[src/rtl/dps_consts.svh]
/*
 * Register offsets, field positions, reset values and masks for the
 * device port state registers. Definitions only. Includers use the
 * bare name of this file.
 */
`ifndef DPS_CONSTS_SVH
`define DPS_CONSTS_SVH

// byte offsets on the apb side
`define DPS_OFF_FRAME       12'h000
`define DPS_OFF_STATE       12'h004
`define DPS_OFF_FADDR       12'h008
`define DPS_OFF_IRQ_EN      12'h010
`define DPS_OFF_IRQ_DIS     12'h014
`define DPS_OFF_IRQ_MASK    12'h018
`define DPS_OFF_IRQ_STAT    12'h01c
`define DPS_OFF_IRQ_CLR     12'h020
`define DPS_OFF_EP_RESET    12'h028
`define DPS_OFF_EP_CSR      12'h030
`define DPS_OFF_EP_FIFO     12'h050
`define DPS_OFF_TXVC        12'h074
`define DPS_EP_STRIDE       12'h004

// field positions
`define DPS_BIT_BAD         16
`define DPS_BIT_GOOD        17
`define DPS_BIT_ADDRESSED   0
`define DPS_BIT_CONFIGURED  1
`define DPS_BIT_FEN         8
`define DPS_BIT_SUSPEND     8
`define DPS_BIT_RESUME      9
`define DPS_BIT_SOF         11
`define DPS_BIT_FIXED_ONE   12
`define DPS_BIT_BUSRES      12
`define DPS_BIT_WAKEUP      13
`define DPS_BIT_BYTE_GOOD   4
`define DPS_BIT_BYTE_BAD    3

// reset values and writable-bit masks
`define DPS_FADDR_RESET     32'h0000_0100
`define DPS_MASK_RESET      14'h1200
`define DPS_MASK_WMASK      14'h2f0f
`define DPS_CLR_WMASK       14'h3b00

`endif

[src/rtl/dps_pkg.sv]
/*
 * Types shared by the device port state registers.
 * Assumes the constants header is compiled alongside.
 */
package dps_pkg;

    // events from the packet engine, all synchronous to pclk
    typedef struct packed {
        logic        sof_pid;       // start-of-frame pid seen, one cycle
        logic        sof_eop;       // end of that sof packet, one cycle
        logic        sof_err;       // sof packet had an error, valid with sof_eop
        logic [10:0] sof_frame;     // frame count, valid with sof_eop
        logic        bus_reset_end; // end of bus reset, one cycle
        logic        suspend;       // suspend detected, one cycle
        logic        resume;        // resume detected, one cycle
        logic        wakeup;        // bus wakeup, one cycle
        logic [3:0]  ep_irq;        // endpoint interrupt levels
    } dps_link_t;

    // byte-wide view of the frame register
    typedef struct packed {
        logic [7:0] high;
        logic [7:0] low;
    } dps_frame_bytes_t;

endpackage

[src/rtl/dps_port_regs.sv]
/*
 * Register file of a full-speed usb device port: frame tracking,
 * device state, function address, interrupt mask and status, and the
 * decode of the per-endpoint control/status and fifo data registers.
 * Assumes an apb master on pclk, and a packet engine that presents its
 * events as one-cycle pulses synchronous to pclk.
 */
// Design decision made here: register access over APB.
`timescale 1ns/1ps
`include "dps_consts.svh"

module dps_port_regs #(
    parameter int NUM_EP = 4
) (
    // clock, reset, freeze
    input  wire logic                       pclk,
    input  wire logic                       presetn,
    input  wire logic                       clk_en,
    // apb slave
    input  wire logic                       psel,
    input  wire logic                       penable,
    input  wire logic                       pwrite,
    input  wire logic [11:0]                paddr,
    input  wire logic [31:0]                pwdata,
    output logic                            pready,
    output logic [31:0]                     prdata,
    // packet engine events
    input  wire dps_pkg::dps_link_t         link_in,
    // endpoint fifo access
    input  wire logic [31:0]                fifo_rdata,
    output logic                            fifo_wr,
    output logic                            fifo_rd,
    output logic [2:0]                      fifo_ep,
    output logic [31:0]                     fifo_wdata,
    // device state toward the packet engine
    output logic                            addressed_state_bit,
    output logic                            configured_state_bit,
    output logic [6:0]                      function_addr_value,
    output logic                            function_endpoints_on,
    output logic [13:0]                     irq_mask,
    output logic [13:0]                     irq_status,
    output logic [NUM_EP-1:0][31:0]         endpoint_ctrl_status,
    output logic [31:0]                     endpoint_reset,
    output logic [31:0]                     transceiver_control,
    // frame count and flags as words; the byte view carries only count bits 10:8 and both flags
    output logic [10:0]                     sof_frame_count,
    output logic                            sof_good_flag,
    output logic                            sof_bad_flag,
    output dps_pkg::dps_frame_bytes_t       frame_bytes
);
    import dps_pkg::*;

    // decoded access
    logic        rd_take;
    logic        wr_fire;
    logic        rd_fire;
    logic        csr_hit;
    logic        fifo_hit;
    logic [11:0] csr_rel;
    logic [11:0] fifo_rel;
    logic [2:0]  csr_idx;
    logic [2:0]  fifo_idx;
    logic [31:0] rd_mux;
    logic [13:0] set_vec;
    logic [13:0] next_status;

    // per-register write strobes
    logic        wr_state;
    logic        wr_faddr;
    logic        wr_irq_en;
    logic        wr_irq_dis;
    logic        wr_irq_clr;
    logic        wr_ep_reset;
    logic        wr_txvc;
    logic        wr_csr;

    // answer comes one cycle into the access phase
    assign rd_take = clk_en & psel & penable & ~pready;
    // writes and fifo pops happen only at the completing edge
    assign wr_fire = clk_en & psel & penable & pready & pwrite;
    assign rd_fire = clk_en & psel & penable & pready & ~pwrite;

    // one strobe per writable register; fixed offsets compare the full
    // address, so no alias of a register can write it
    assign wr_state    = wr_fire && (paddr == `DPS_OFF_STATE);
    assign wr_faddr    = wr_fire && (paddr == `DPS_OFF_FADDR);
    assign wr_irq_en   = wr_fire && (paddr == `DPS_OFF_IRQ_EN);
    assign wr_irq_dis  = wr_fire && (paddr == `DPS_OFF_IRQ_DIS);
    assign wr_irq_clr  = wr_fire && (paddr == `DPS_OFF_IRQ_CLR);
    assign wr_ep_reset = wr_fire && (paddr == `DPS_OFF_EP_RESET);
    assign wr_txvc     = wr_fire && (paddr == `DPS_OFF_TXVC);
    assign wr_csr      = wr_fire && csr_hit;

    // per-endpoint windows, word aligned only
    // a misaligned address falls through to the zero default
    assign csr_rel  = paddr - `DPS_OFF_EP_CSR;
    assign fifo_rel = paddr - `DPS_OFF_EP_FIFO;
    assign csr_idx  = csr_rel[4:2];
    assign fifo_idx = fifo_rel[4:2];
    assign csr_hit  = (paddr >= `DPS_OFF_EP_CSR)
                    && (csr_rel < 12'(NUM_EP * 4))
                    && (paddr[1:0] == 2'h0);
    assign fifo_hit = (paddr >= `DPS_OFF_EP_FIFO)
                    && (fifo_rel < 12'(NUM_EP * 4))
                    && (paddr[1:0] == 2'h0);

    // read data mux
    // reserved holes and write-only registers fall to zero
    always_comb begin
        rd_mux = 32'h0000_0000;
        case (paddr)
            `DPS_OFF_FRAME: begin
                rd_mux[10:0]          = sof_frame_count;
                rd_mux[`DPS_BIT_BAD]  = sof_bad_flag;
                rd_mux[`DPS_BIT_GOOD] = sof_good_flag;
            end
            `DPS_OFF_STATE: begin
                rd_mux[`DPS_BIT_ADDRESSED]  = addressed_state_bit;
                rd_mux[`DPS_BIT_CONFIGURED] = configured_state_bit;
            end
            `DPS_OFF_FADDR: begin
                rd_mux[6:0]          = function_addr_value;
                rd_mux[`DPS_BIT_FEN] = function_endpoints_on;
            end
            `DPS_OFF_IRQ_MASK: rd_mux[13:0] = irq_mask;
            `DPS_OFF_IRQ_STAT: rd_mux[13:0] = irq_status;
            `DPS_OFF_EP_RESET: rd_mux = endpoint_reset;
            `DPS_OFF_TXVC:     rd_mux = transceiver_control;
            // enable, disable and clear read back zero
            default: begin
                if (csr_hit) begin
                    rd_mux = endpoint_ctrl_status[csr_idx];
                end else if (fifo_hit) begin
                    rd_mux = fifo_rdata;
                end
            end
        endcase
    end

    // apb answer: one wait state so that prdata is a flop
    // prdata holds between reads; only a read's first access cycle loads it
    always_ff @(posedge pclk or negedge presetn) begin
        if (!presetn) begin
            pready <= 1'b0;
            prdata <= 32'h0000_0000;
        end else if (clk_en) begin
            pready <= rd_take;
            if (rd_take && !pwrite) begin
                prdata <= rd_mux;
            end
        end
    end

    // fifo strobes, one cycle each, at the completing edge
    // a stalled access phase never pops the fifo twice
    always_ff @(posedge pclk or negedge presetn) begin
        if (!presetn) begin
            fifo_wr    <= 1'b0;
            fifo_rd    <= 1'b0;
            fifo_ep    <= 3'h0;
            fifo_wdata <= 32'h0000_0000;
        end else if (clk_en) begin
            fifo_wr <= wr_fire & fifo_hit;
            fifo_rd <= rd_fire & fifo_hit;
            if ((wr_fire | rd_fire) && fifo_hit) begin
                fifo_ep <= fifo_idx;
            end
            if (wr_fire && fifo_hit) begin
                fifo_wdata <= pwdata;
            end
        end
    end

    // frame count refreshed only at the sof end of packet
    // the old count stays readable between a pid and its eop
    always_ff @(posedge pclk or negedge presetn) begin
        if (!presetn) begin
            sof_frame_count <= 11'h000;
        end else if (clk_en && link_in.sof_eop) begin
            sof_frame_count <= link_in.sof_frame;
        end
    end

    // frame quality flags; end of packet outranks a pid in the same cycle
    // a pid clears both, so between pid and eop neither flag is set
    always_ff @(posedge pclk or negedge presetn) begin
        if (!presetn) begin
            sof_good_flag <= 1'b0;
            sof_bad_flag  <= 1'b0;
        end else if (clk_en) begin
            if (link_in.sof_eop) begin
                sof_bad_flag  <= link_in.sof_err;
                sof_good_flag <= ~link_in.sof_err;
            end else if (link_in.sof_pid) begin
                sof_bad_flag  <= 1'b0;
                sof_good_flag <= 1'b0;
            end
        end
    end

    // byte view of frame register for a narrow register interface
    // costs a cycle of lag but keeps the byte outputs on flops
    always_ff @(posedge pclk or negedge presetn) begin
        if (!presetn) begin
            frame_bytes <= '0;
        end else if (clk_en) begin
            frame_bytes.high <= {3'h0, sof_good_flag, 1'b0, sof_frame_count[10:8]};
            frame_bytes.low  <= {4'h0, sof_bad_flag, 3'h0};
        end
    end

    // device state: address state leaves only through a reset
    // configured is read-write and also cleared by a bus reset end; software keeps the ordering
    always_ff @(posedge pclk or negedge presetn) begin
        if (!presetn) begin
            addressed_state_bit  <= 1'b0;
            configured_state_bit <= 1'b0;
        end else if (clk_en) begin
            if (link_in.bus_reset_end) begin
                addressed_state_bit  <= 1'b0;
                configured_state_bit <= 1'b0;
            end else if (wr_state) begin
                if (pwdata[`DPS_BIT_ADDRESSED]) begin
                    addressed_state_bit <= 1'b1;
                end
                configured_state_bit <= pwdata[`DPS_BIT_CONFIGURED];
            end
        end
    end

    // function address and function enable
    // both fields load together, so one write sets address and enable
    always_ff @(posedge pclk or negedge presetn) begin
        if (!presetn) begin
            function_addr_value   <= 7'h00;
            function_endpoints_on <= 1'b1;
        end else if (clk_en && wr_faddr) begin
            function_addr_value   <= pwdata[6:0];
            // gates data exchange in the packet engine
            function_endpoints_on <= pwdata[`DPS_BIT_FEN];
        end
    end

    // mask: set by enable, cleared by disable, restored by bus reset
    // bus reset outranks a software write in the same cycle
    always_ff @(posedge pclk or negedge presetn) begin
        if (!presetn) begin
            irq_mask <= `DPS_MASK_RESET;
        end else if (clk_en) begin
            if (link_in.bus_reset_end) begin
                irq_mask <= `DPS_MASK_RESET;
            end else if (wr_irq_en) begin
                irq_mask <= irq_mask | (pwdata[13:0] & `DPS_MASK_WMASK);
            end else if (wr_irq_dis) begin
                // bit 12 is outside the writable mask, so it stays one
                irq_mask <= irq_mask & ~(pwdata[13:0] & `DPS_MASK_WMASK);
            end
        end
    end

    // status events; a new event wins over a clear in the same cycle
    // so a clear racing an event never loses that event
    always_comb begin
        set_vec                     = 14'h0000;
        set_vec[`DPS_BIT_SUSPEND]   = link_in.suspend;
        set_vec[`DPS_BIT_RESUME]    = link_in.resume;
        set_vec[`DPS_BIT_SOF]       = link_in.sof_pid;
        set_vec[`DPS_BIT_BUSRES]    = link_in.bus_reset_end;
        set_vec[`DPS_BIT_WAKEUP]    = link_in.wakeup;
        next_status = irq_status;
        if (wr_irq_clr) begin
            next_status = irq_status & ~(pwdata[13:0] & `DPS_CLR_WMASK);
        end
        next_status       = next_status | set_vec;
        // endpoint bits follow the ep_irq levels from the packet engine, not the clear register
        next_status[3:0]  = link_in.ep_irq;
    end

    // status register; zeroed at reset though software may not rely on it
    // endpoint bits lag their levels by one cycle
    always_ff @(posedge pclk or negedge presetn) begin
        if (!presetn) begin
            irq_status <= 14'h0000;
        end else if (clk_en) begin
            irq_status <= next_status;
        end
    end

    // endpoint reset and transceiver control are plain storage here
    // their meaning belongs to the endpoint and transceiver logic outside
    always_ff @(posedge pclk or negedge presetn) begin
        if (!presetn) begin
            endpoint_reset      <= 32'h0000_0000;
            transceiver_control <= 32'h0000_0000;
        end else if (clk_en) begin
            if (wr_ep_reset) begin
                endpoint_reset <= pwdata;
            end
            if (wr_txvc) begin
                transceiver_control <= pwdata;
            end
        end
    end

    // one csr per endpoint, each restored by the end of a bus reset
    // no field decode here, the word is stored whole
    for (genvar ep = 0; ep < NUM_EP; ep++) begin : g_ep_csr
        always_ff @(posedge pclk or negedge presetn) begin
            if (!presetn) begin
                endpoint_ctrl_status[ep] <= 32'h0000_0000;
            end else if (clk_en) begin
                if (link_in.bus_reset_end) begin
                    endpoint_ctrl_status[ep] <= 32'h0000_0000;
                end else if (wr_csr && csr_idx == 3'(ep)) begin
                    endpoint_ctrl_status[ep] <= pwdata;
                end
            end
        end
    end

endmodule

[config.mk]
export PLATFORM = sky130hd
export DESIGN_NAME = dps_port_regs
export DESIGN_NICKNAME = d
export VERILOG_FILES = /design/src/rtl/dps_pkg.sv /design/src/rtl/dps_port_regs.sv
export VERILOG_INCLUDE_DIRS = /design/src /design/src/rtl
export SDC_FILE = /design/constraint.sdc
export NUM_CORES = 1
export LEC_CHECK = 0
export BUFFER_PORTS_ARGS = -buffer_cell sky130_fd_sc_hd__buf_2
export CAP_MARGIN = 20
export CORE_MARGIN = 5
export CORE_UTILIZATION = 31
export CTS_BUF_LIST = sky130_fd_sc_hd__clkbuf_16
export CTS_CLUSTER_SIZE = 24
export DETAILED_ROUTE_END_ITERATION = 6
export PLACE_DENSITY = 0.61
export SLEW_MARGIN = 20
export SYNTH_ARGS = -nofsm -noshare
export SYNTH_HDL_FRONTEND = slang
export SYNTH_SLANG_ARGS = --single-unit
[constraint.sdc]
create_clock -name pclk -period 2 [get_ports pclk]
set_input_delay 0.6 -clock pclk [delete_from_list [all_inputs] [get_ports pclk]]
set_output_delay 0.6 -clock pclk [all_outputs]
set_load 0.03 [all_outputs]
==> run_results.csv <==
group,metric,value,unit
synth,yosysSeqAreaShare,53.9,%
synth,synth_compound_gate_area_share,12.1,%
routing,drtPass1Iterations,5,
clock_network,numCtsBuffers,36,
outcome,outcome,"completed",
clock_network,clkTransAtPathRegs,60,ps
synth,netlist_area,14300,um2
setup_path,r2r-end,"prdata[5]",
grt,grt_max_degree,81,
power,power.density,759,nW/um2
synth,synthXorXnorAreaFrac,0,%
routing,drtAntennaViolNets,0,
setup_path,crit_fanout,3,
setup_path,crit_buf_inv,1,
power,p_leak,9.65,nW
timing,finalSetupTns,0,ps
synth,synth_warnings,0,
placed_design,io_buffers,412,
power,ir_worst_vdd,0.000574,V
power,p_seq_share,45.2,%
routing,first_iter_violations,884,
synth,synth_cell_types,66,
power,share_comb_of_total_power,11.8,%
power,swShare,26.7,%
clock_network,clock_latency,530,ps
timing,fin_crit,1920,ps
min_path,holdPathStages,2,
timing,hold_violations,0,
setup_path,worst_ep_arrival_time,1320,ps
timing,period_share,95.8,%
floorplanning,die-area,50700,um2
power,internal-power,10.7,mW
synth,dominantRegCellSynth,"dfrtp_1",
setup_path,cpPeakStageDelay,550,ps
synth,avgSynthCellArea,12.1,um2
synth,synth_top_family_by_area,"multiplexers",
setup_path,critPathTopFamily,"flip-flops",
placed_design,dpl.hpwl,44700,um
synth,synthMuxAreaShare,17.1,%
synth,async_flop_share,100,%
final_layout,fin_area,19200,um2
synth,synth_cells,1182,
power,power.total,14.6,mW
final_layout,drive_above_1_share,46.9,%
timing,slew_headroom,36.3,%
clock_network,cts_tree,"yes",
timing,setup_ws,83.4,ps
synth,yosys.area_share.simple,11.5,%
grt,grtUsageTotal,22.2,%
power,clockPowerShare,43.1,%
setup_path,crit_type,"reg -> out",
synth,synthTopCellsByCount,"306 x dfrtp_1, 135 x nand3_1, 102 x o21ai_0, 81 x mux2_2, 54 x nand2_1",
synth,synth-edff-count,0,
floorplanning,die_w,225,um
timing,max_freq,0.522,GHz
final_layout,final_nets,1777,
timing,worst_pin_slew,932,ps
floorplanning,io_pins,433,
routing,via_per_inst,5.30,
clock_network,root_buffer,"clkbuf_16",
grt,antenna_found_initial,11,
final_layout,final_core_util,42.2,%
placed_design,placed_area,18100,um2
setup_path,cp.required,1400,ps
routing,routed_wl,58300,um
power,power.switching,3.90,mW
min_path,hold_start,"link_in[19]",
setup_path,r2r-start,"pready",
grt,grt_pass1_wl,84600,um
placed_design,place_congestion,0.925,
synth,yosysMostFrequentCell,"dfrtp_1",
placed_design,dp_slack,-560,ps
setup_path,reg2reg_depth,5,
floorplanning,dieHeight,225,um
timing,rsz0062_at_grt,"no",
timing,drv_slew,0,
synth,synth_seq_cells,309,
min_path,holdPathEnd,"sof_good_flag",
timing,finClkSkew,13.4,ps
synth,netlist_top_cells_area,"dfrtp_1 53%, mux2_2 6.4%, mux4_2 5.0%",
setup_path,cp_cell_sequence,"buf_2",
setup_path,end_kind,"output pin",
routing,wire_per_inst,25.4,um
clock_network,clk_path_buf_depth,3,
synth,synth_top_area_share,53.4,%
floorplanning,core_area,45600,um2
grt,grt_pass1_vias,12297,
clock_network,htree_num_levels,2,
floorplanning,initial_utilization,31.5,%
synth,synth_top_area_cell,"dfrtp_1",
routing,drc_errors,0,
final_layout,fill_cells,4318,
routing,dr_total_vias,12170,
final_layout,area_growth,34.0,%
job,cap_violations,0,
setup_path,rrSetupSlack,170,ps
min_path,hp-class,"in -> reg",
setup_path,cp-start-kind,"flip-flop",
clock_network,clock_sinks,309,
grt,grt_overflow,0,
synth,synth_fa_ha_area_share,0,%
floorplanning,std_cell_rows,78,
timing,setup_viol,0,
setup_path,slowest_stage,"dfstp_2",
==> repair_timing <==
action,CTS,global route
hold endpoints to repair,21,0
gates resized for setup,1,0
endpoints found under the setup margin,1,0
hold buffers,1,0
buffers inserted,0,0
==> power by group through the flow <==
stage / Sequential, mW / Combinational [mW] / Clock, mW
after floorplan: 7.02 / 0.519 / 0
after global placement: 6.70 / 1.71 / 0
final: 6.59 / 1.72 / 6.29
after detailed placement: 6.70 / 1.73 / 0
after global routing: 6.61 / 1.83 / 6.67
after CTS: 6.59 / 1.73 / 6.44
==> through the flow <==
step / cells / hold WS (ps)
2_1_floorplan: 1201 / 304
3_3_place_gp: 2234 / 461
3_5_place_dp: 2234 / 471
4_1_cts: 2293 / 246
5_1_grt: 2297 / 269
6_report: 2298 / 277
==> cell type report <==
type	instances	area [um2]	share of cell area, %
sequential	309	7740	40.2
multi-input combinational	771	6070	31.6
timing repair buffer	552	3550	18.5
clock buffer	37	926	4.82
tap	600	751	3.91
clock inverter	21	166	0.866
antenna	5	12.5	0.0651
inverter	3	11.3	0.0586
==> cells in the final DEF (no fill, tap or decap), types with 32 or more instances in the layout <==
| cell type | count |
|---|---|
| a22o_1 | 33 |
| buf_12 | 34 |
| buf_2 | 410 |
| buf_4 | 106 |
| clkbuf_16 | 37 |
| dfrtp_1 | 306 |
| mux2_2 | 71 |
| mux2_4 | 59 |
| mux4_2 | 32 |
| nand2_1 | 53 |
| nand2b_1 | 35 |
| nand3_1 | 135 |
| o21ai_0 | 102 |
| o21ai_1 | 39 |
==> flip-flops by register name, indices dropped and copies added, names as in the netlist, 5 cells and up <==
| name | cells |
|---|---|
| endpoint_ctrl_status | 128 |
| endpoint_reset | 32 |
| fifo_wdata | 32 |
| prdata | 32 |
| transceiver_control | 32 |
| sof_frame_count | 11 |
| irq_mask | 10 |
| irq_status | 9 |
| function_addr_value | 7 |
| frame_bytes | 5 |
==> worst max-delay path by stage <==
stage / slack (ps) / to / from / cells past startpoint
finish: 80 / irq_mask[12] / irq_mask[12] / 1
global route: 20 / prdata[19] / paddr[3] / 8
CTS: 40 / irq_mask[12] / irq_mask[12] / 1
detailed placement: -560 / prdata[19] / paddr[3] / 8
global placement: -590 / prdata[19] / paddr[3] / 8
floorplan: -150 / transceiver_control[10] / paddr[11] / 6
==> logic make-up after synthesis <==
logic type,after synthesis
AO/OA/AOI/OAI,271
buffers and inverters,121
flip-flops,309
multiplexers,177
other,1
AND/OR/NAND/NOR,303
==> layer usage <==
| layer | global-route usage, % | vias up | part of all wire, % |
|---|---|---|---|
| li1 | - | 5324 | - |
| met1 | 32.4 | 6214 | 45 |
| met2 | 32.9 | 539 | 44 |
| met3 | 5.08 | 87 | 8.1 |
| met4 | 7.40 | 6 | 3.1 |
| met5 | 0 | - | 0.041 |
No activity file was read; power rests on OpenSTA's default activity.
